<file path="src/shared/swrlc_cfg.svh">
/*
  constants for the switch reset and lock control block: register offset,
  field positions, reset values and timing counts.
  assumes it is included by bare name from package and rtl files.
*/
`ifndef SWRLC_CFG_SVH
`define SWRLC_CFG_SVH

// -----------------------------------------------------------------------------
// register map
// -----------------------------------------------------------------------------
`define SWRLC_ADDR_W 12
`define SWRLC_OFS_CTRL 12'h0404
`define SWRLC_CTRL_RST 32'h0000_0000

// -----------------------------------------------------------------------------
// field positions
// -----------------------------------------------------------------------------
`define SWRLC_BIT_FULL 0
`define SWRLC_BIT_WARM 1
`define SWRLC_BIT_RSVD 2
`define SWRLC_BIT_REL 3
`define SWRLC_BIT_BUDG 4
`define SWRLC_BIT_LDINH 5

// -----------------------------------------------------------------------------
// timing: reset pulse length in ns and derived cycles at 250 mhz
// -----------------------------------------------------------------------------
`define SWRLC_CLK_MHZ 250
`define SWRLC_RST_PULSE_NS 64
`define SWRLC_RST_CYC ((`SWRLC_RST_PULSE_NS * `SWRLC_CLK_MHZ + 999) / 1000)
`define SWRLC_CNT_W 8
`define SWRLC_CNT_ONE 8'h01

`endif

</file>
<file path="src/shared/swrlc_pkg.sv">
/*
  types for the switch reset and lock control block.
  assumes swrlc_cfg.svh is on the include path.
*/
`include "swrlc_cfg.svh"

package swrlc_pkg;
  // reset sequencer states, one-hot
  typedef enum logic [3:0] {
    SWRLC_IDLE = 4'b0001,
    SWRLC_CPL = 4'b0010,
    SWRLC_FULL = 4'b0100,
    SWRLC_WARM = 4'b1000
  } swrlc_state_e;
endpackage : swrlc_pkg

</file>
<file path="src/rtl/swrlc_ctrl.sv">
/*
  switch control register with reset triggers, write lock release, budget
  value unlock and link-down warm reset inhibit, reached over apb.
  assumes the switch core drives link-down events and consumes the reset
  requests; an apb master that follows the usual setup/access protocol.
*/
// The APB register port is this design's own decision.
// Functional notes
// writing one to bit 0 starts full reset
// writing one to bit 1 starts warm reset, retrain
// completion returned before the reset begins
// gated fields writable only while release bit set
// release bit set at power-up and by reset
// bit 4 gated; opens budget value writes
// bit 5 blocks link-down warm reset only
// bit 2 reserved, reads zero
// sticky bits survive warm reset
// closed budget unlock discards budget value writes
// writes to reserved bit have no effect
`timescale 1ns/1ns
`include "swrlc_cfg.svh"

module swrlc_ctrl
  import swrlc_pkg::*;
#(
  parameter int ADDR_W = `SWRLC_ADDR_W
)
(
  input wire logic sys_clk,
  input wire logic rst_n,
  // apb slave
  input wire logic psel,
  input wire logic penable,
  input wire logic pwrite,
  input wire logic [ADDR_W-1:0] paddr,
  input wire logic [31:0] pwdata,
  input wire logic [3:0] pstrb,
  output logic [31:0] prdata,
  output logic pready,
  output logic pslverr,
  // switch core side
  input wire logic link_down_evt,
  input wire logic other_warm_evt,
  input wire logic eeprom_load_done,
  output logic full_reset_req,
  output logic warm_reset_req,
  output logic link_retrain_req,
  output logic gated_write_release,
  output logic budget_value_write_open,
  output logic linkdown_warm_reset_inhibit
);

  // refuse an address bus too narrow for the register offset
  initial
  begin
    if (ADDR_W < `SWRLC_ADDR_W)
      $error("swrlc_ctrl: address too narrow");
  end

  // ---------------------------------------------------------------------------
  // helpers
  // ---------------------------------------------------------------------------
  // byte lane that holds a given bit position
  function automatic logic lane_on(input logic [3:0] strb, input int bitpos);
    lane_on = strb[bitpos / 8];
  endfunction : lane_on

  // ---------------------------------------------------------------------------
  // apb decode
  // ---------------------------------------------------------------------------
  swrlc_state_e st_q; // sequencer state
  swrlc_state_e st_d;
  logic rel_q; // gated write release, set by every reset
  logic budg_q; // budget value unlock, sticky
  logic ldinh_q; // link-down inhibit, sticky
  logic [31:0] prdata_q;
  logic pready_q;
  logic pslverr_q;
  logic full_q;
  logic warm_q;
  logic retrain_q;
  logic tmr_busy;
  logic tmr_done;
  logic full_pend_q; // which reset follows the completion
  logic warm_pend_q;

  wire setup_w = psel && !penable;
  wire hit_w = (paddr[`SWRLC_ADDR_W-1:0] == `SWRLC_OFS_CTRL);
  wire acc_w = psel && penable && pready_q;
  wire wr_w = acc_w && pwrite && hit_w;
  // answer one cycle after the setup cycle
  wire ready_d_w = setup_w;
  wire lane0_w = lane_on(pstrb, `SWRLC_BIT_FULL);
  wire full_wr_w = wr_w && lane0_w && pwdata[`SWRLC_BIT_FULL];
  wire warm_wr_w = wr_w && lane0_w && pwdata[`SWRLC_BIT_WARM];
  // a new trigger is only taken while the sequencer is idle
  wire idle_w = (st_q == SWRLC_IDLE);
  // link-down warm reset, unless inhibited; other causes always act
  // inhibit link-down cause
  wire ld_warm_w = link_down_evt && !ldinh_q;
  wire hw_warm_w = idle_w && (ld_warm_w || other_warm_evt);
  // release gates field writes
  wire gated_ok_w = wr_w && lane0_w && rel_q;
  wire plain_ok_w = wr_w && lane0_w;

  // read value: triggers and reserved bit read zero
  // trigger reads zero
  // reserved reads zero
  wire [31:0] rd_w = hit_w ? ({26'h0, ldinh_q, budg_q, rel_q, 3'b000}) : 32'h0000_0000;

  // ---------------------------------------------------------------------------
  // reset sequencer
  // ---------------------------------------------------------------------------
  always_comb
  begin
    st_d = st_q;
    case (st_q)
      SWRLC_IDLE:
      begin
        // completion first, reset after
        if (full_wr_w || warm_wr_w)
          st_d = SWRLC_CPL;
        else if (hw_warm_w)
          st_d = SWRLC_WARM;
      end
      SWRLC_CPL:
      begin
        // the access phase with pready has ended this cycle
        st_d = full_pend_q ? SWRLC_FULL : SWRLC_WARM;
      end
      SWRLC_FULL:
      begin
        if (tmr_done)
          st_d = SWRLC_IDLE;
      end
      SWRLC_WARM:
      begin
        if (tmr_done)
          st_d = SWRLC_IDLE;
      end
      default:
        st_d = SWRLC_IDLE;
    endcase
  end

  wire start_w = (st_q == SWRLC_CPL) || (idle_w && hw_warm_w && !full_wr_w && !warm_wr_w);

  // pulse length timer
  swrlc_pulse_timer u_timer (
    .sys_clk(sys_clk),
    .rst_n(rst_n),
    .start(start_w),
    .busy(tmr_busy),
    .done(tmr_done)
  );

  // state and pending kind
  always_ff @(posedge sys_clk or negedge rst_n)
  begin
    if (!rst_n)
    begin
      st_q <= SWRLC_IDLE;
      full_pend_q <= 1'b0;
      warm_pend_q <= 1'b0;
    end
    else
    begin
      st_q <= st_d;
      if (idle_w)
      begin
        // full reset wins when both triggers are written together
        full_pend_q <= full_wr_w;
        warm_pend_q <= warm_wr_w && !full_wr_w;
      end
    end
  end

  // ---------------------------------------------------------------------------
  // reset request outputs
  // ---------------------------------------------------------------------------
  wire full_on_w = (st_d == SWRLC_FULL);
  wire warm_on_w = (st_d == SWRLC_WARM);

  // requests held for the whole timed pulse
  always_ff @(posedge sys_clk or negedge rst_n)
  begin
    if (!rst_n)
    begin
      full_q <= 1'b0;
      warm_q <= 1'b0;
      retrain_q <= 1'b0;
    end
    else
    begin
      // full reset request
      full_q <= full_on_w;
      // warm reset plus retrain
      warm_q <= warm_on_w;
      retrain_q <= warm_on_w && (warm_pend_q || (st_q == SWRLC_CPL && !full_pend_q));
    end
  end

  // ---------------------------------------------------------------------------
  // control bits
  // ---------------------------------------------------------------------------
  // release bit: set during any reset so the eeprom load can write gated
  // fields; software or the end of the load clears it afterwards
  always_ff @(posedge sys_clk or negedge rst_n)
  begin
    if (!rst_n)
      // release set by reset
      rel_q <= 1'b1;
    else if (full_on_w || warm_on_w)
      rel_q <= 1'b1;
    else if (plain_ok_w)
      rel_q <= pwdata[`SWRLC_BIT_REL];
    else if (eeprom_load_done)
      rel_q <= 1'b0;
  end

  // sticky bits: only the asynchronous fundamental reset clears them
  // warm reset keeps these
  always_ff @(posedge sys_clk or negedge rst_n)
  begin
    if (!rst_n)
    begin
      budg_q <= 1'b0;
      ldinh_q <= 1'b0;
    end
    else
    begin
      // budget unlock is gated
      if (gated_ok_w)
        budg_q <= pwdata[`SWRLC_BIT_BUDG];
      if (plain_ok_w)
        ldinh_q <= pwdata[`SWRLC_BIT_LDINH];
    end
  end
  // bit 2 never stored

  // ---------------------------------------------------------------------------
  // apb answer
  // ---------------------------------------------------------------------------
  always_ff @(posedge sys_clk or negedge rst_n)
  begin
    if (!rst_n)
    begin
      pready_q <= 1'b0;
      pslverr_q <= 1'b0;
      prdata_q <= `SWRLC_CTRL_RST;
    end
    else
    begin
      pready_q <= ready_d_w;
      pslverr_q <= ready_d_w && !hit_w;
      prdata_q <= (ready_d_w && !pwrite) ? rd_w : 32'h0000_0000;
    end
  end

  // gated flags feed every port's budget value and lock-gated fields
  // budget values follow their own unlock only; the release bit guards bit 4 itself
  // closed unlock blocks budget writes
  assign budget_value_write_open = budg_q;
  assign gated_write_release = rel_q;
  assign linkdown_warm_reset_inhibit = ldinh_q;
  assign full_reset_req = full_q;
  assign warm_reset_req = warm_q;
  assign link_retrain_req = retrain_q;
  assign prdata = prdata_q;
  assign pready = pready_q;
  assign pslverr = pslverr_q;
endmodule : swrlc_ctrl

</file>
<file path="src/rtl/swrlc_pulse_timer.sv">
/*
  down counter that holds a reset request output for a fixed number of cycles.
  assumes a single clock and an active low asynchronous reset.
*/
`timescale 1ns/1ns
`include "swrlc_cfg.svh"

module swrlc_pulse_timer
  import swrlc_pkg::*;
#(
  parameter int CNT_W = `SWRLC_CNT_W,
  parameter logic [`SWRLC_CNT_W-1:0] LEN = `SWRLC_CNT_W'(`SWRLC_RST_CYC)
)
(
  input wire logic sys_clk,
  input wire logic rst_n,
  input wire logic start,
  output logic busy,
  output logic done
);

  // refuse a zero length or a counter under two bits wide
  initial
  begin
    if (CNT_W < 2 || LEN == '0)
      $error("swrlc_pulse_timer: bad length");
  end

  logic [CNT_W-1:0] cnt_q; // remaining cycles
  logic [CNT_W-1:0] cnt_d;
  wire last_w = (cnt_q == CNT_W'(`SWRLC_CNT_ONE));

  assign cnt_d = start ? CNT_W'(LEN) : ((cnt_q != '0) ? cnt_q - CNT_W'(`SWRLC_CNT_ONE) : cnt_q);
  assign busy = (cnt_q != '0);
  assign done = last_w;

  // counter register
  always_ff @(posedge sys_clk or negedge rst_n)
  begin
    if (!rst_n)
      cnt_q <= '0;
    else
      cnt_q <= cnt_d;
  end

endmodule : swrlc_pulse_timer

</file>
<file path="config.mk">
export PLATFORM = sky130hd
export DESIGN_NAME = swrlc_ctrl
export DESIGN_NICKNAME = d
export VERILOG_FILES = /design/src/shared/swrlc_pkg.sv /design/src/rtl/swrlc_ctrl.sv /design/src/rtl/swrlc_pulse_timer.sv
export VERILOG_INCLUDE_DIRS = /design/src /design/src/shared
export SDC_FILE = /design/constraint.sdc
export NUM_CORES = 1
export LEC_CHECK = 0
export BUFFER_PORTS_ARGS = -buffer_cell sky130_fd_sc_hd__buf_2
export CAP_MARGIN = 0
export CORE_MARGIN = 4
export CORE_UTILIZATION = 43
export CTS_BUF_LIST = sky130_fd_sc_hd__clkbuf_4 sky130_fd_sc_hd__clkbuf_8
export DETAILED_ROUTE_END_ITERATION = 8
export PLACE_DENSITY = 0.88
export SETUP_SLACK_MARGIN = 0.02
export SLEW_MARGIN = 40
export SYNTH_ARGS = -nofsm -noshare
export SYNTH_HDL_FRONTEND = slang
export SYNTH_SLANG_ARGS = --single-unit
export TNS_END_PERCENT = 5
</file>
<file path="constraint.sdc">
create_clock -name sys_clk -period 2.65 [get_ports sys_clk]
set_input_delay 0.3975 -clock sys_clk [delete_from_list [all_inputs] [get_ports sys_clk]]
set_output_delay 0.3975 -clock sys_clk [all_outputs]
set_load 0.03 [all_outputs]
</file>
==> results.rst, run 1 <==
.. list-table::
   :header-rows: 1

   * - Metric
     - Value
   * - Worst setup slack after layout
     - 0.390 ns
   * - Post-route DRC
     - 0
   * - Worst max-slew margin expressed relative to the limit
     - 0.646
   * - Length of the first detailed-routing pass in iterations
     - 4
   * - Number of antenna violations at the first check in global routing
     - 0
   * - Number of standard cells in the final layout excluding fillers
     - around 240
   * - CP Data Arrival Time
     - 2.52 ns
   * - Fill cell count
     - ~310
   * - Final weighted congestion of routability-driven global placement
     - approximately 0.87
   * - Top FF cell, synth
     - dfrtp_1
   * - Pin count of the biggest net entering global routing
     - 26
   * - Highest clock frequency the design can meet
     - between 400 and 500 MHz
   * - Vias in the first global route
     - roughly 1000
   * - Post-CTS setup repair buffer count
     - 0
   * - Worst reg2reg startpoint
     - u_timer.cnt_q[0]$_DFFE_PN0P_
   * - Power density of the placed cells
     - between 700 and 800 mW/mm2
   * - Wire length of the first global-routing pass
     - 4.20 mm
   * - R2r worst-path depth
     - 7
   * - Overall die height
     - approximately 66 um
   * - Share of the clock period used by the worst path
     - 0.853
   * - Actual slew at the worst max-slew pin
     - 0.531 ns
   * - I/O pin count
     - between 90 and 100
   * - Routed via count
     - 1088
   * - Reg clk slew, reported paths
     - about 0.13 ns
   * - Library cell occupying the most area in the post-synthesis netlist
     - dfrtp_1
   * - Clock skew after layout
     - 0.00223 ns
   * - Main area contributors after synthesis
     - dfrtp_1 40%, buf_4 15%, nor2_1 5.5%
   * - Type of the setup path with the least slack
     - in -> reg
   * - Pins Over Slew Limit
     - 0
   * - Data required, critical path
     - between 2 and 3 ns
   * - Count leader, synth
     - buf_4
   * - DRT Wirelength
     - roughly 2.6 mm
   * - Commonest cells post-synth
     - 29 x buf_4, 23 x dfrtp_1, 21 x nor2_1
   * - Number of instances in the synthesized netlist
     - 153
   * - Min cycle time layout
     - ~2.3 ns
   * - Maximum ir drop on the vdd rail
     - between 0.2 and 0.3 mV
   * - Num CTS Buffers
     - 3
   * - Highest net fanout along the worst path
     - 3
   * - Area growth, synth to finish
     - 12.3%
   * - Kind of cell with the highest combined delay on the critical path
     - compound AO/OA/AOI/OAI gates
   * - Power, Total
     - ~1.2 mW
   * - Chain of cells forming the critical path
     - buf_2 -> or4_4 -> or3_4 -> o31a_1 -> a311o_2 -> a2111o_1
   * - R2R Path End
     - u_timer.cnt_q[1]$_DFFE_PN0P_
   * - Grt ovf
     - 0
   * - Share of cells above drive strength 1
     - 0.287
   * - Outcome
     - completed
   * - Finished layout cell area
     - 0.00161 mm2
   * - Avg Inst Size Synth
     - about 9.3 um2
   * - Leakage power
     - 0.834 nW
   * - Hold/Removal Path Class
     - in -> async
   * - RSZ-0062 raised after global routing
     - false
   * - Count of yosys warnings during synthesis
     - 0
   * - Proportion of synthesized flip-flops having asynchronous set or reset
     - 1.00
   * - Antenna fix cells
     - 0
   * - Max capacitance violation total
     - 0
   * - Antenna Nets Post-Route
     - 0
   * - Maximum count of clock buffers along a single path
     - 2
   * - Setup TNS after final layout
     - 0 ns
   * - Count of port buffers added during placement
     - 36
   * - Root Buffer
     - clkbuf_4
   * - Total GRT Usage
     - 0.124
   * - Post-synth top area share
     - 0.402
   * - Final Net Count
     - about 260
   * - Die Area
     - 0.00431 mm2
   * - Number of flops mapped to enable cells by yosys
     - 0
   * - Final-report setup violation count
     - 0
   * - Startpoint Class
     - input port
   * - Average detailed-routed wire length per instance
     - between 10 and 15 um
   * - Critical Path Max Stage Delay
     - 0.53 ns
   * - Cell area after placement
     - between 0.0015 and 0.002 mm2
   * - Post-synthesis cell type count
     - 36
   * - Post-CTS Hold Buffers
     - 0
   * - Effective utilization at floorplan
     - 0.457
   * - Resized cells post-CTS
     - 0
   * - Width of the die
     - ~66 um
   * - Portion of the post-synthesis area used by sequential elements
     - 0.439
   * - Master of the slowest instance on the critical path
     - or4_4
   * - Number of instances in the placed design
     - 235
   * - Clock tree from TritonCTS
     - done
   * - Later-pin clock latency in the skew report
     - 0.31 ns
   * - Buffer and inverter count on the worst path
     - 1
   * - Post-detail-place hpwl
     - 2.12 mm
   * - H-tree depth reported by CTS
     - 1
   * - DRT iter0 DRCs
     - just under 60
   * - Mapped cell area
     - ~0.0014 mm2
   * - Standard cell core area
     - ~0.0031 mm2
   * - Vias per std cell
     - around 4.6
   * - Number of hold-slack violations in the final timing report
     - 0
   * - Row Count
     - 20
   * - Crit path capture type
     - flop
   * - Sink count of the clock tree
     - 25
   * - DP Worst Slack
     - roughly 0.035 ns
   * - Synthesis-stage register bit count
     - 25
   * - FF-to-FF setup slack
     - 0.51 ns
==> where the power goes <==
| part | internal (mW) | switching [mW] |
|---|---|---|
| clock network | 0.0565 | 0.110 |
| registers | 0.474 | 0.0776 |
| logic | 0.199 | 0.318 |
==> routing by layer <==
| layer | vias up | GRT usage | part of all wire |
|---|---|---|---|
| met1 | 510 | 0.156 | 0.44 |
| met2 | 26 | 0.205 | 0.52 |
| met4 | 0 | 0.0674 | 0.0096 |
| met3 | 2 | 0.0154 | 0.039 |
| met5 | - | 0 | 0 |
| li1 | 550 | - | - |
==> cell type report <==
cell class / count / area, um2 / share of cell area
tap: 44 / 55.1 / 0.0343
clock buffer: 3 / 22.5 / 0.0140
timing repair buffer: 40 / 210 / 0.131
multi-input combinational: 118 / 656 / 0.408
clock inverter: 1 / 5.00 / 0.00312
sequential: 25 / 628 / 0.391
inverter: 8 / 30.0 / 0.0187
==> registers in the layout, summed over array words and instances (netlist names) <==
register and flops:
pready 1, warm_pend_q 1, full_reset_req 1, link_retrain_req 1
prdata 3, full_pend_q 1, pslverr 1, linkdown_warm_reset_inhibit 1
budget_value_write_open 1, gated_write_release 1, warm_reset_req 1, u_timer.cnt_q 8
st_q 4
==> worst max path at each step <==
stage / start / endpoint / cells past startpoint
2_1_floorplan: paddr[6] / gated_write_release$_DFFE_PN1P_ / 5
3_3_place_gp: paddr[6] / gated_write_release$_DFFE_PN1P_ / 6
3_5_place_dp: paddr[6] / gated_write_release$_DFFE_PN1P_ / 6
4_1_cts: paddr[6] / gated_write_release$_DFFE_PN1P_ / 6
5_1_grt: u_timer.cnt_q[0]$_DFFE_PN0P_ / u_timer.cnt_q[1]$_DFFE_PN0P_ / 7
6_report: paddr[6] / gated_write_release$_DFFE_PN1P_ / 6
==> per-stage QoR <==
stage / hold WS (ns) / util
5_1_grt: 0.0647 / 0.514
4_1_cts: 0.0506 / 0.514
6_report: 0.0410 / 0.514
3_5_place_dp: 0.416 / 0.505
3_3_place_gp: 0.408 / 0.505
2_1_floorplan: 0.102 / -
==> placed cells by master, fill, tap and decap left out, types with 3 or more instances in the layout <==
master,netlist,routed
buf_2,0,36
conb_1,1,29
dfrtp_1,23,23
nor2_1,21,21
nand2_1,10,10
inv_1,8,8
o21ai_0,7,7
nor4_1,5,5
a21oi_1,5,5
nor3_1,4,4
nand2b_1,4,4
buf_4,29,4
nor2b_1,3,3
xnor2_1,3,3
ha_1,3,3
clkbuf_4,0,3
==> logic make-up after synthesis <==
group           share of synthesized area
simple gates                        0.219
buf+inv                             0.176
flops                               0.439
other cells                       0.00262
fa+ha+maj                          0.0262
compound gates                      0.113
xor+xnor                           0.0245
No activity file was read; power rests on OpenSTA's default activity.
==> inputs of run 2 (changes only) <==
--- a/config.mk
+++ b/config.mk
@@ -6,13 +6,14 @@
 export SDC_FILE = /design/constraint.sdc
 export NUM_CORES = 1
 export LEC_CHECK = 0
+export ABC_AREA = 1
 export BUFFER_PORTS_ARGS = -buffer_cell sky130_fd_sc_hd__buf_2
 export CAP_MARGIN = 0
 export CORE_MARGIN = 4
-export CORE_UTILIZATION = 43
+export CORE_UTILIZATION = 44
 export CTS_BUF_LIST = sky130_fd_sc_hd__clkbuf_4 sky130_fd_sc_hd__clkbuf_8
 export DETAILED_ROUTE_END_ITERATION = 8
-export PLACE_DENSITY = 0.88
+export PLACE_DENSITY_LB_ADDON = 0.08
 export SETUP_SLACK_MARGIN = 0.02
 export SLEW_MARGIN = 40
 export SYNTH_ARGS = -nofsm -noshare
==> run 2 against run 1 <==
Effect of this change:
- register-to-register slack improved by 0.74 ns
- fmax increased by 53%
- sequential cell count unchanged
- routed wire length increased by 13%
- largest power group is now combinational cells
==> results.rst, run 2 <==
.. list-table::
   :header-rows: 1

   * - Metric
     - Value
   * - Outcome
     - completed
   * - Effective utilization at floorplan
     - 0.456 (-0.00147)
   * - Clock tree from TritonCTS
     - done
   * - Chain of cells forming the critical path
     - buf_2
   * - Count of port buffers added during placement
     - 36 (unchanged)
   * - Number of hold-slack violations in the final timing report
     - 0 (unchanged)
   * - Setup TNS after final layout
     - 0 ns (unchanged)
   * - Post-CTS setup repair buffer count
     - 0 (unchanged)
   * - Share of the clock period used by the worst path
     - 0.559 (-0.294)
   * - I/O pin count
     - 96 (unchanged)
   * - Vias in the first global route
     - 1147 (+17%)
   * - Finished layout cell area
     - 0.00169 mm2 (+5.1%)
   * - Average detailed-routed wire length per instance
     - 11.1 um (+2.1%)
   * - Final-report setup violation count
     - 0 (unchanged)
   * - WP depth
     - 1 (-5)
   * - Sink count of the clock tree
     - 25 (unchanged)
   * - Max FFs per register
     - 8 (unchanged)
   * - Worst max-slew margin expressed relative to the limit
     - 0.630 (-0.0162)
   * - Share of cells above drive strength 1
     - 0.256 (-0.0315)
   * - Row Count
     - 21 (+5.0%)
   * - Post-CTS Hold Buffers
     - 0 (unchanged)
   * - Startpoint Class
     - flop
   * - Final weighted congestion of routability-driven global placement
     - 0.722 (-17%)
   * - Antenna Nets Post-Route
     - 0 (unchanged)
   * - Worst setup slack after layout
     - 1.17 ns (+0.779 ns)
   * - Max capacitance violation total
     - 0 (unchanged)
   * - Grt ovf
     - 0 (unchanged)
   * - Post-synth top area share
     - 0.376 (-0.0269)
   * - Standard cell core area
     - 0.00336 mm2 (+7.5%)
   * - Resized cells post-CTS
     - 0 (unchanged)
   * - Vias per std cell
     - 4.39 (-3.6%)
   * - Post-synthesis cell type count
     - 28 (-22%)
   * - Buffer and inverter count on the worst path
     - 1 (unchanged)
   * - Later-pin clock latency in the skew report
     - 0.32 ns (about the same)
   * - Pins Over Slew Limit
     - 0 (unchanged)
   * - Number of instances in the synthesized netlist
     - 180 (+18%)
   * - Main area contributors after synthesis
     - dfrtp_1 38%, buf_4 14%, inv_1 6.4%
   * - Proportion of synthesized flip-flops having asynchronous set or reset
     - 1.00 (unchanged)
   * - Width of the die
     - 67.0 um (+2.1%)
   * - Highest net fanout along the worst path
     - 2 (-1)
   * - CP Data Arrival Time
     - 1.08 ns (-1.44 ns)
   * - Maximum count of clock buffers along a single path
     - 2 (unchanged)
   * - Antenna fix cells
     - 0 (unchanged)
   * - Synthesis-stage register bit count
     - 25 (unchanged)
   * - Num CTS Buffers
     - 3 (unchanged)
   * - Top FF cell, synth
     - dfrtp_1
   * - Hold/Removal Path Class
     - in -> async
   * - Power density of the placed cells
     - 765 mW/mm2 (-0.57%)
   * - Critical Path Max Stage Delay
     - 0.57 ns (+0.04 ns)
   * - Actual slew at the worst max-slew pin
     - 0.555 ns (+0.0243 ns)
   * - Wire length of the first global-routing pass
     - 4.99 mm (+19%)
   * - Commonest cells post-synth
     - 29 x buf_4, 26 x inv_1, 26 x nand2_1
   * - Most common library cell in the layout ignoring fill and taps
     - buf_2
   * - Count leader, synth
     - buf_4
   * - Avg Inst Size Synth
     - 8.52 um2 (-8.9%)
   * - Pin count of the biggest net entering global routing
     - 26 (unchanged)
   * - Die Area
     - 0.00449 mm2 (+4.2%)
   * - Final Net Count
     - 279 (+9.4%)
   * - Overall die height
     - 67.0 um (+2.1%)
   * - Mapped cell area
     - 0.00153 mm2 (+7.2%)
   * - Number of standard cells in the final layout excluding fillers
     - 265 (+11%)
   * - Fill cell count
     - 355 (+16%)
   * - Min cycle time layout
     - 1.48 ns (-0.779 ns)
   * - Total GRT Usage
     - 0.144 (+0.0201)
   * - Number of instances in the placed design
     - 261 (+11%)
   * - Length of the first detailed-routing pass in iterations
     - 5 (+1)
   * - Maximum ir drop on the vdd rail
     - 0.298 mV (+6.0%)
   * - Most used cells in the layout excluding fill and tap cells
     - 36 x buf_2, 29 x conb_1, 26 x inv_1, 26 x nand2_1, 23 x dfrtp_1
   * - Number of antenna violations at the first check in global routing
     - 0 (unchanged)
   * - Post-route DRC
     - 0 (unchanged)
   * - Kind of cell with the highest combined delay on the critical path
     - flip-flops
   * - Data required, critical path
     - 2.25 ns (-0.66 ns)
   * - Count of yosys warnings during synthesis
     - 0 (unchanged)
   * - Clock skew after layout
     - 0.00840 ns (+0.00617 ns)
   * - Master of the slowest instance on the critical path
     - dfstp_2
   * - Highest clock frequency the design can meet
     - 675 MHz (+53%)
   * - Crit path capture type
     - output port
   * - Leakage power
     - 0.958 nW (+15%)
   * - R2r worst-path depth
     - 6 (-1)
   * - DRT iter0 DRCs
     - 35 (-41%)
   * - Portion of the post-synthesis area used by sequential elements
     - 0.410 (-0.0294)
   * - Number of flops mapped to enable cells by yosys
     - 0 (unchanged)
   * - Routed via count
     - 1163 (+6.9%)
   * - Register with the highest flop count
     - u_timer.cnt_q
   * - Reg clk slew, reported paths
     - 0.14 ns (about the same)
   * - Area growth, synth to finish
     - 10.1%
   * - Library cell occupying the most area in the post-synthesis netlist
     - dfrtp_1
   * - Cell area after placement
     - 0.00166 mm2 (+5.0%)
   * - DP Worst Slack
     - 1.17 ns (+1.13 ns)
   * - RSZ-0062 raised after global routing
     - false
   * - Type of the setup path with the least slack
     - reg -> out
   * - Post-detail-place hpwl
     - 2.36 mm (+11%)
   * - Power, Total
     - 1.29 mW (+4.5%)
   * - H-tree depth reported by CTS
     - 1 (unchanged)
   * - DRT Wirelength
     - 2.94 mm (+13%)
   * - Root Buffer
     - clkbuf_4
-- run 2: cell types whose count changed in the layout (fill, tap and decap cells not counted), moves of 5 or more --
| cell | delta |
|---|---|
| nand2_1 | +16 |
| inv_1 | +18 |
| nor4_1 | -5 |
| nand3_1 | +8 |
| nand4_1 | +6 |
-- run 2: power breakdown --
| part | leakage, nW | switching (mW) | internal [mW] |
|---|---|---|---|
| clock network | 0.0184 | 0.116 | 0.0692 |
| logic | 0.624 | 0.361 | 0.195 |
| registers | 0.316 | 0.0727 | 0.476 |
| total | 0.958 | 0.550 | 0.741 |
-- run 2: worst register-to-register path: cells and delay by family, from the launching register on --
family,cells,cell delay [ns]
buffers and inverters,1,0.16
DFF,1,0.43
AOI/OAI and AO/OA,1,0.11
and+or+nand+nor,4,0.62
-- run 2: cell families after synthesis --
family                     share of synthesized area
AOI/OAI and AO/OA                             0.0498
xor gates and xnor gates                      0.0343
adders and majority gates                     0.0245
buffers and inverters                          0.206
DFF                                            0.410
other                                        0.00245
and+or+nand+nor                                0.273
-- run 2: layer usage --
metal  routed length (um)  track usage  vias to the layer above
met5                    0            0                        -
met4                   30       0.0380                        0
met3                  217       0.0320                        5
met2                 1360        0.229                       39
met1                 1330        0.196                      529
li1                     -            -                      590
-- run 2: cell type report --
class                      count  area, um2  area share
tap                           46       57.6      0.0341
clock buffer                   4       30.0      0.0178
multi-input combinational    128        694       0.411
inverter                      26       97.6      0.0578
sequential                    25        628       0.372
timing repair buffer          36        180       0.107
-- run 2: metrics by stage --
stage	utilization	hold slack, ns
CTS	0.502	0.0707
floorplan	-	0.102
global route	0.502	0.0811
global placement	0.493	0.427
detailed placement	0.493	0.434
finish	0.502	0.0366
-- run 2: path summary, 6_finish.rpt --
path,endpoint,start,slack [ns]
worst max-delay path,gated_write_release,gated_write_release$_DFFE_PN1P_,1.17
worst min-delay path,link_retrain_req$_DFF_PN0_,rst_n,0.04
worst max register to register,u_timer.cnt_q[1]$_DFFE_PN0P_,u_timer.cnt_q[3]$_DFFE_PN0P_,1.25
worst min register to register,full_pend_q$_DFFE_PN0P_,full_pend_q$_DFFE_PN0P_,0.53
max in group asynchronous,st_q[0]$_DFF_PN1_,rst_n,2.23
min in group sys_clk,pready$_DFF_PN0_,penable,0.24
==> inputs of run 3 (changes only) <==
--- a/config.mk
+++ b/config.mk
@@ -6,11 +6,11 @@
 export SDC_FILE = /design/constraint.sdc
 export NUM_CORES = 1
 export LEC_CHECK = 0
-export ABC_AREA = 1
+export ABC_AREA = 0
 export BUFFER_PORTS_ARGS = -buffer_cell sky130_fd_sc_hd__buf_2
 export CAP_MARGIN = 0
 export CORE_MARGIN = 4
-export CORE_UTILIZATION = 44
+export CORE_UTILIZATION = 43
 export CTS_BUF_LIST = sky130_fd_sc_hd__clkbuf_4 sky130_fd_sc_hd__clkbuf_8
 export DETAILED_ROUTE_END_ITERATION = 8
 export PLACE_DENSITY_LB_ADDON = 0.08
==> constraint.sdc (replaced) <==
create_clock -name sys_clk -period 1.37 [get_ports sys_clk]
set_input_delay 0.2055 -clock sys_clk [delete_from_list [all_inputs] [get_ports sys_clk]]
set_output_delay 0.2055 -clock sys_clk [all_outputs]
set_load 0.03 [all_outputs]
==> run 3 against run 2 <==
Effect of this change:
- the flow now finishes with violations (setup timing)
- clock power is 90% higher
- register-to-register slack worse by 1.7 ns
- setup slack worse by 1.6 ns
- routed wire length is 11% higher
- die area is 4.0% lower
- cell count is 0.75% higher
- critical path depth is 5 higher
- worst hold slack better by 0.047 ns
- first-iteration DRC count is 23% higher
- total power is 130% higher
- count of clock-buffer cells in the layout stayed put
- clock skew is 0.0020 ns lower
- critical path type is now in -> reg
- largest power group unchanged
==> results.rst, run 3 (synthesis gave the netlist of run 1 again) <==
.. list-table::
   :header-rows: 1

   * - Metric
     - Value
   * - Reg clk slew, reported paths
     - 0.14 ns (about the same)
   * - Later-pin clock latency in the skew report
     - 0.31 ns (about the same)
   * - Worst Hold Margin
     - 0.0836 ns (+0.0470 ns)
   * - Power density of the placed cells
     - 1540 mW/mm2 (+100%)
   * - Crit path capture type
     - flop
   * - Vias per std cell
     - 4.57 (+4.2%)
   * - Critical Path Max Stage Delay
     - 0.52 ns (-0.05 ns)
   * - Number of hold-slack violations in the final timing report
     - 0 (unchanged)
   * - Post-layout util
     - 0.614 (+0.112)
   * - DRT iter0 DRCs
     - 43 (+23%)
   * - Maximum ir drop on the vdd rail
     - 0.662 mV (+120%)
   * - FF-to-FF setup slack
     - -0.42 ns (-1.67 ns)
   * - Wire length of the first global-routing pass
     - 5.46 mm (+9.4%)
   * - Sequential share of power
     - 0.344 (-0.081)
   * - Average detailed-routed wire length per instance
     - 12.2 um (+10%)
   * - Die Area
     - 0.00431 mm2 (-4.0%)
   * - Design internal power
     - 1.78 mW (+140%)
   * - Grt ovf
     - 0 (unchanged)
   * - Antenna fix cells
     - 0 (unchanged)
   * - Antenna Nets Post-Route
     - 0 (unchanged)
   * - Worst max-slew margin expressed relative to the limit
     - 0.614 (-0.0156)
   * - CP Data Arrival Time
     - 2.09 ns (+1.01 ns)
   * - Routed via count
     - 1221 (+5.0%)
   * - RSZ-0062 raised after global routing
     - true
   * - Power, Total
     - 2.95 mW (+130%)
   * - Met3 Use GR
     - 0.0256 (-0.00640)
   * - DRT Wirelength
     - 3.26 mm (+11%)
   * - Number of antenna violations at the first check in global routing
     - 0 (unchanged)
   * - Fill cell count
     - 276 (-22%)
   * - Buffer and inverter count on the worst path
     - 1 (unchanged)
   * - Final weighted congestion of routability-driven global placement
     - 0.759 (+5.2%)
   * - Clock network power share
     - 0.120 (-0.024)
   * - Actual slew at the worst max-slew pin
     - 0.579 ns (+0.0235 ns)
   * - Final-report setup violation count
     - 19 (+19)
   * - Data required, critical path
     - 1.63 ns (-0.62 ns)
   * - H-tree depth reported by CTS
     - 1 (unchanged)
   * - Maximum count of clock buffers along a single path
     - 2 (unchanged)
   * - Number of standard cells in the final layout excluding fillers
     - 267 (+0.75%)
   * - Startpoint Class
     - input port
   * - Vias in the first global route
     - 1260 (+9.9%)
   * - Number of instances in the placed design
     - 260 (-0.38%)
   * - DP Worst Slack
     - -0.796 ns (-1.96 ns)
   * - Met1 Use GR
     - 0.180 (-0.0161)
   * - Standard cell core area
     - 0.00313 mm2 (-7.0%)
   * - Master of the slowest instance on the critical path
     - or4_4
   * - Sink count of the clock tree
     - 25 (unchanged)
   * - Net load switching power
     - 1.17 mW (+110%)
   * - Chain of cells forming the critical path
     - buf_6 -> or4_4 -> or3_4 -> o31a_1 -> a311o_2 -> a2111o_1
   * - Outcome
     - complete, but fails checks
   * - Post-route DRC
     - 0 (unchanged)
   * - Max FFs per register
     - 8 (unchanged)
   * - FF/Latch Area
     - 628 um2 (unchanged)
   * - Type of the setup path with the least slack
     - in -> reg
   * - Row Count
     - 20 (-4.8%)
   * - Overall die height
     - 65.7 um (-2.0%)
   * - Total GRT Usage
     - 0.164 (+0.0192)
   * - Post-detail-place hpwl
     - 2.61 mm (+11%)
   * - Clock skew after layout
     - 0.00643 ns (-0.00198 ns)
   * - Min cycle time layout
     - approximately 1.8 ns
   * - Max capacitance violation total
     - 0 (unchanged)
   * - Area growth, synth to finish
     - 34.2%
   * - Root Buffer
     - clkbuf_4
   * - Clock tree from TritonCTS
     - done
   * - Highest clock frequency the design can meet
     - ~540 MHz
   * - Num CTS Buffers
     - 3 (unchanged)
   * - Length of the first detailed-routing pass in iterations
     - 4 (-1)
   * - Power share of the combinational group
     - 0.536 (+0.105)
   * - Final Net Count
     - 283 (+1.4%)
   * - Setup TNS after final layout
     - -5.43 ns (-5.43 ns)
   * - Switching portion of total power
     - 0.395 (-0.0309)
   * - Cell area after placement
     - 0.00177 mm2 (+6.6%)
   * - Share of cells above drive strength 1
     - 0.422 (+0.166)
   * - Effective utilization at floorplan
     - 0.457 (+0.00147)
   * - Leakage power
     - 0.994 nW (+3.7%)
   * - Worst setup slack after layout
     - -0.467 ns (-1.64 ns)
   * - Pin count of the biggest net entering global routing
     - 26 (unchanged)
   * - Most common library cell in the layout ignoring fill and taps
     - buf_2
   * - Hold/Removal Path Class
     - in -> reg
   * - Pins Over Slew Limit
     - 0 (unchanged)
   * - Highest net fanout along the worst path
     - 2 (unchanged)
   * - Violations in the final reports
     - setup timing
   * - Area occupied by multi-input gates
     - 736 um2 (+5.9%)
   * - Share of the clock period used by the worst path
     - 1.34
   * - I/O pin count
     - 96 (unchanged)
   * - Finished layout cell area
     - 0.00192 mm2 (+14%)
   * - Register with the highest flop count
     - u_timer.cnt_q
   * - Count of port buffers added during placement
     - 36 (unchanged)
   * - Width of the die
     - 65.7 um (-2.0%)
   * - Kind of cell with the highest combined delay on the critical path
     - simple AND/OR/NAND/NOR gates
   * - Most used cells in the layout excluding fill and tap cells
     - 35 x buf_2, 29 x conb_1, 28 x buf_4
   * - Layer carrying the most global-route usage
     - met2
   * - Met2 Resource Use GR
     - 0.317 (+0.0872)
## run 3: cell types whose count changed in the layout (fill, tap and decap cells not counted), moves of 4 or more
cell | before | now
inv_1 | 26 | 6
nand3_1 | 10 | 2
nand4_1 | 7 | 1
buf_6 | 0 | 4
buf_4 | 0 | 28
nand2_1 | 26 | 9
nand2b_1 | 0 | 4
## run 3: worst paths after layout
check	start	endpoint	depth (start not counted)
max reg2reg	u_timer.cnt_q[1]$_DFFE_PN0P_	gated_write_release$_DFFE_PN1P_	7
max in group asynchronous	rst_n	prdata[5]$_DFF_PN0_	2
min reg2reg	budget_value_write_open$_DFFE_PN0P_	prdata[4]$_DFF_PN0_	2
max	paddr[6]	gated_write_release$_DFFE_PN1P_	6
min in group asynchronous	rst_n	u_timer.cnt_q[7]$_DFFE_PN0P_	2
min	pwdata[5]	linkdown_warm_reset_inhibit$_DFFE_PN0N_	3
## run 3: area by class of cell
| cell class | instances | area share |
|---|---|---|
| inverter | 8 | 0.0156 |
| sequential | 25 | 0.327 |
| multi-input combinational | 118 | 0.383 |
| tap | 44 | 0.0287 |
| clock buffer | 4 | 0.0156 |
| timing repair buffer | 68 | 0.229 |
## run 3: per-layer routing
layer	wire, um	vias to the layer above	share of wire
li1	-	606	-
met1	1260	574	0.39
met2	1790	39	0.55
met3	185	2	0.057
met4	24	0	0.0074
met5	0	-	0
## run 3: what timing repair did
action,in CTS,in global routing
hold buffers,1,0
endpoints found under the hold margin,23,0
endpoints found under the setup margin,23,20
cloned,0,0
setup buffers,2,0
resized for setup,20,8
pin swaps,3,6
## run 3: power groups by stage
stage	registers, mW	clock network (mW)	logic [mW]
6_report	1.01	0.354	1.58
3_3_place_gp	1.02	0	1.37
3_5_place_dp	1.02	0	1.40
5_1_grt	1.03	0.402	1.74
2_1_floorplan	1.11	0	0.787
4_1_cts	1.01	0.369	1.54
## run 3: tightest hold or removal path: stages
cell     delay [ns]
buf_2          0.08
nand2_2        0.05
o21ai_2        0.04
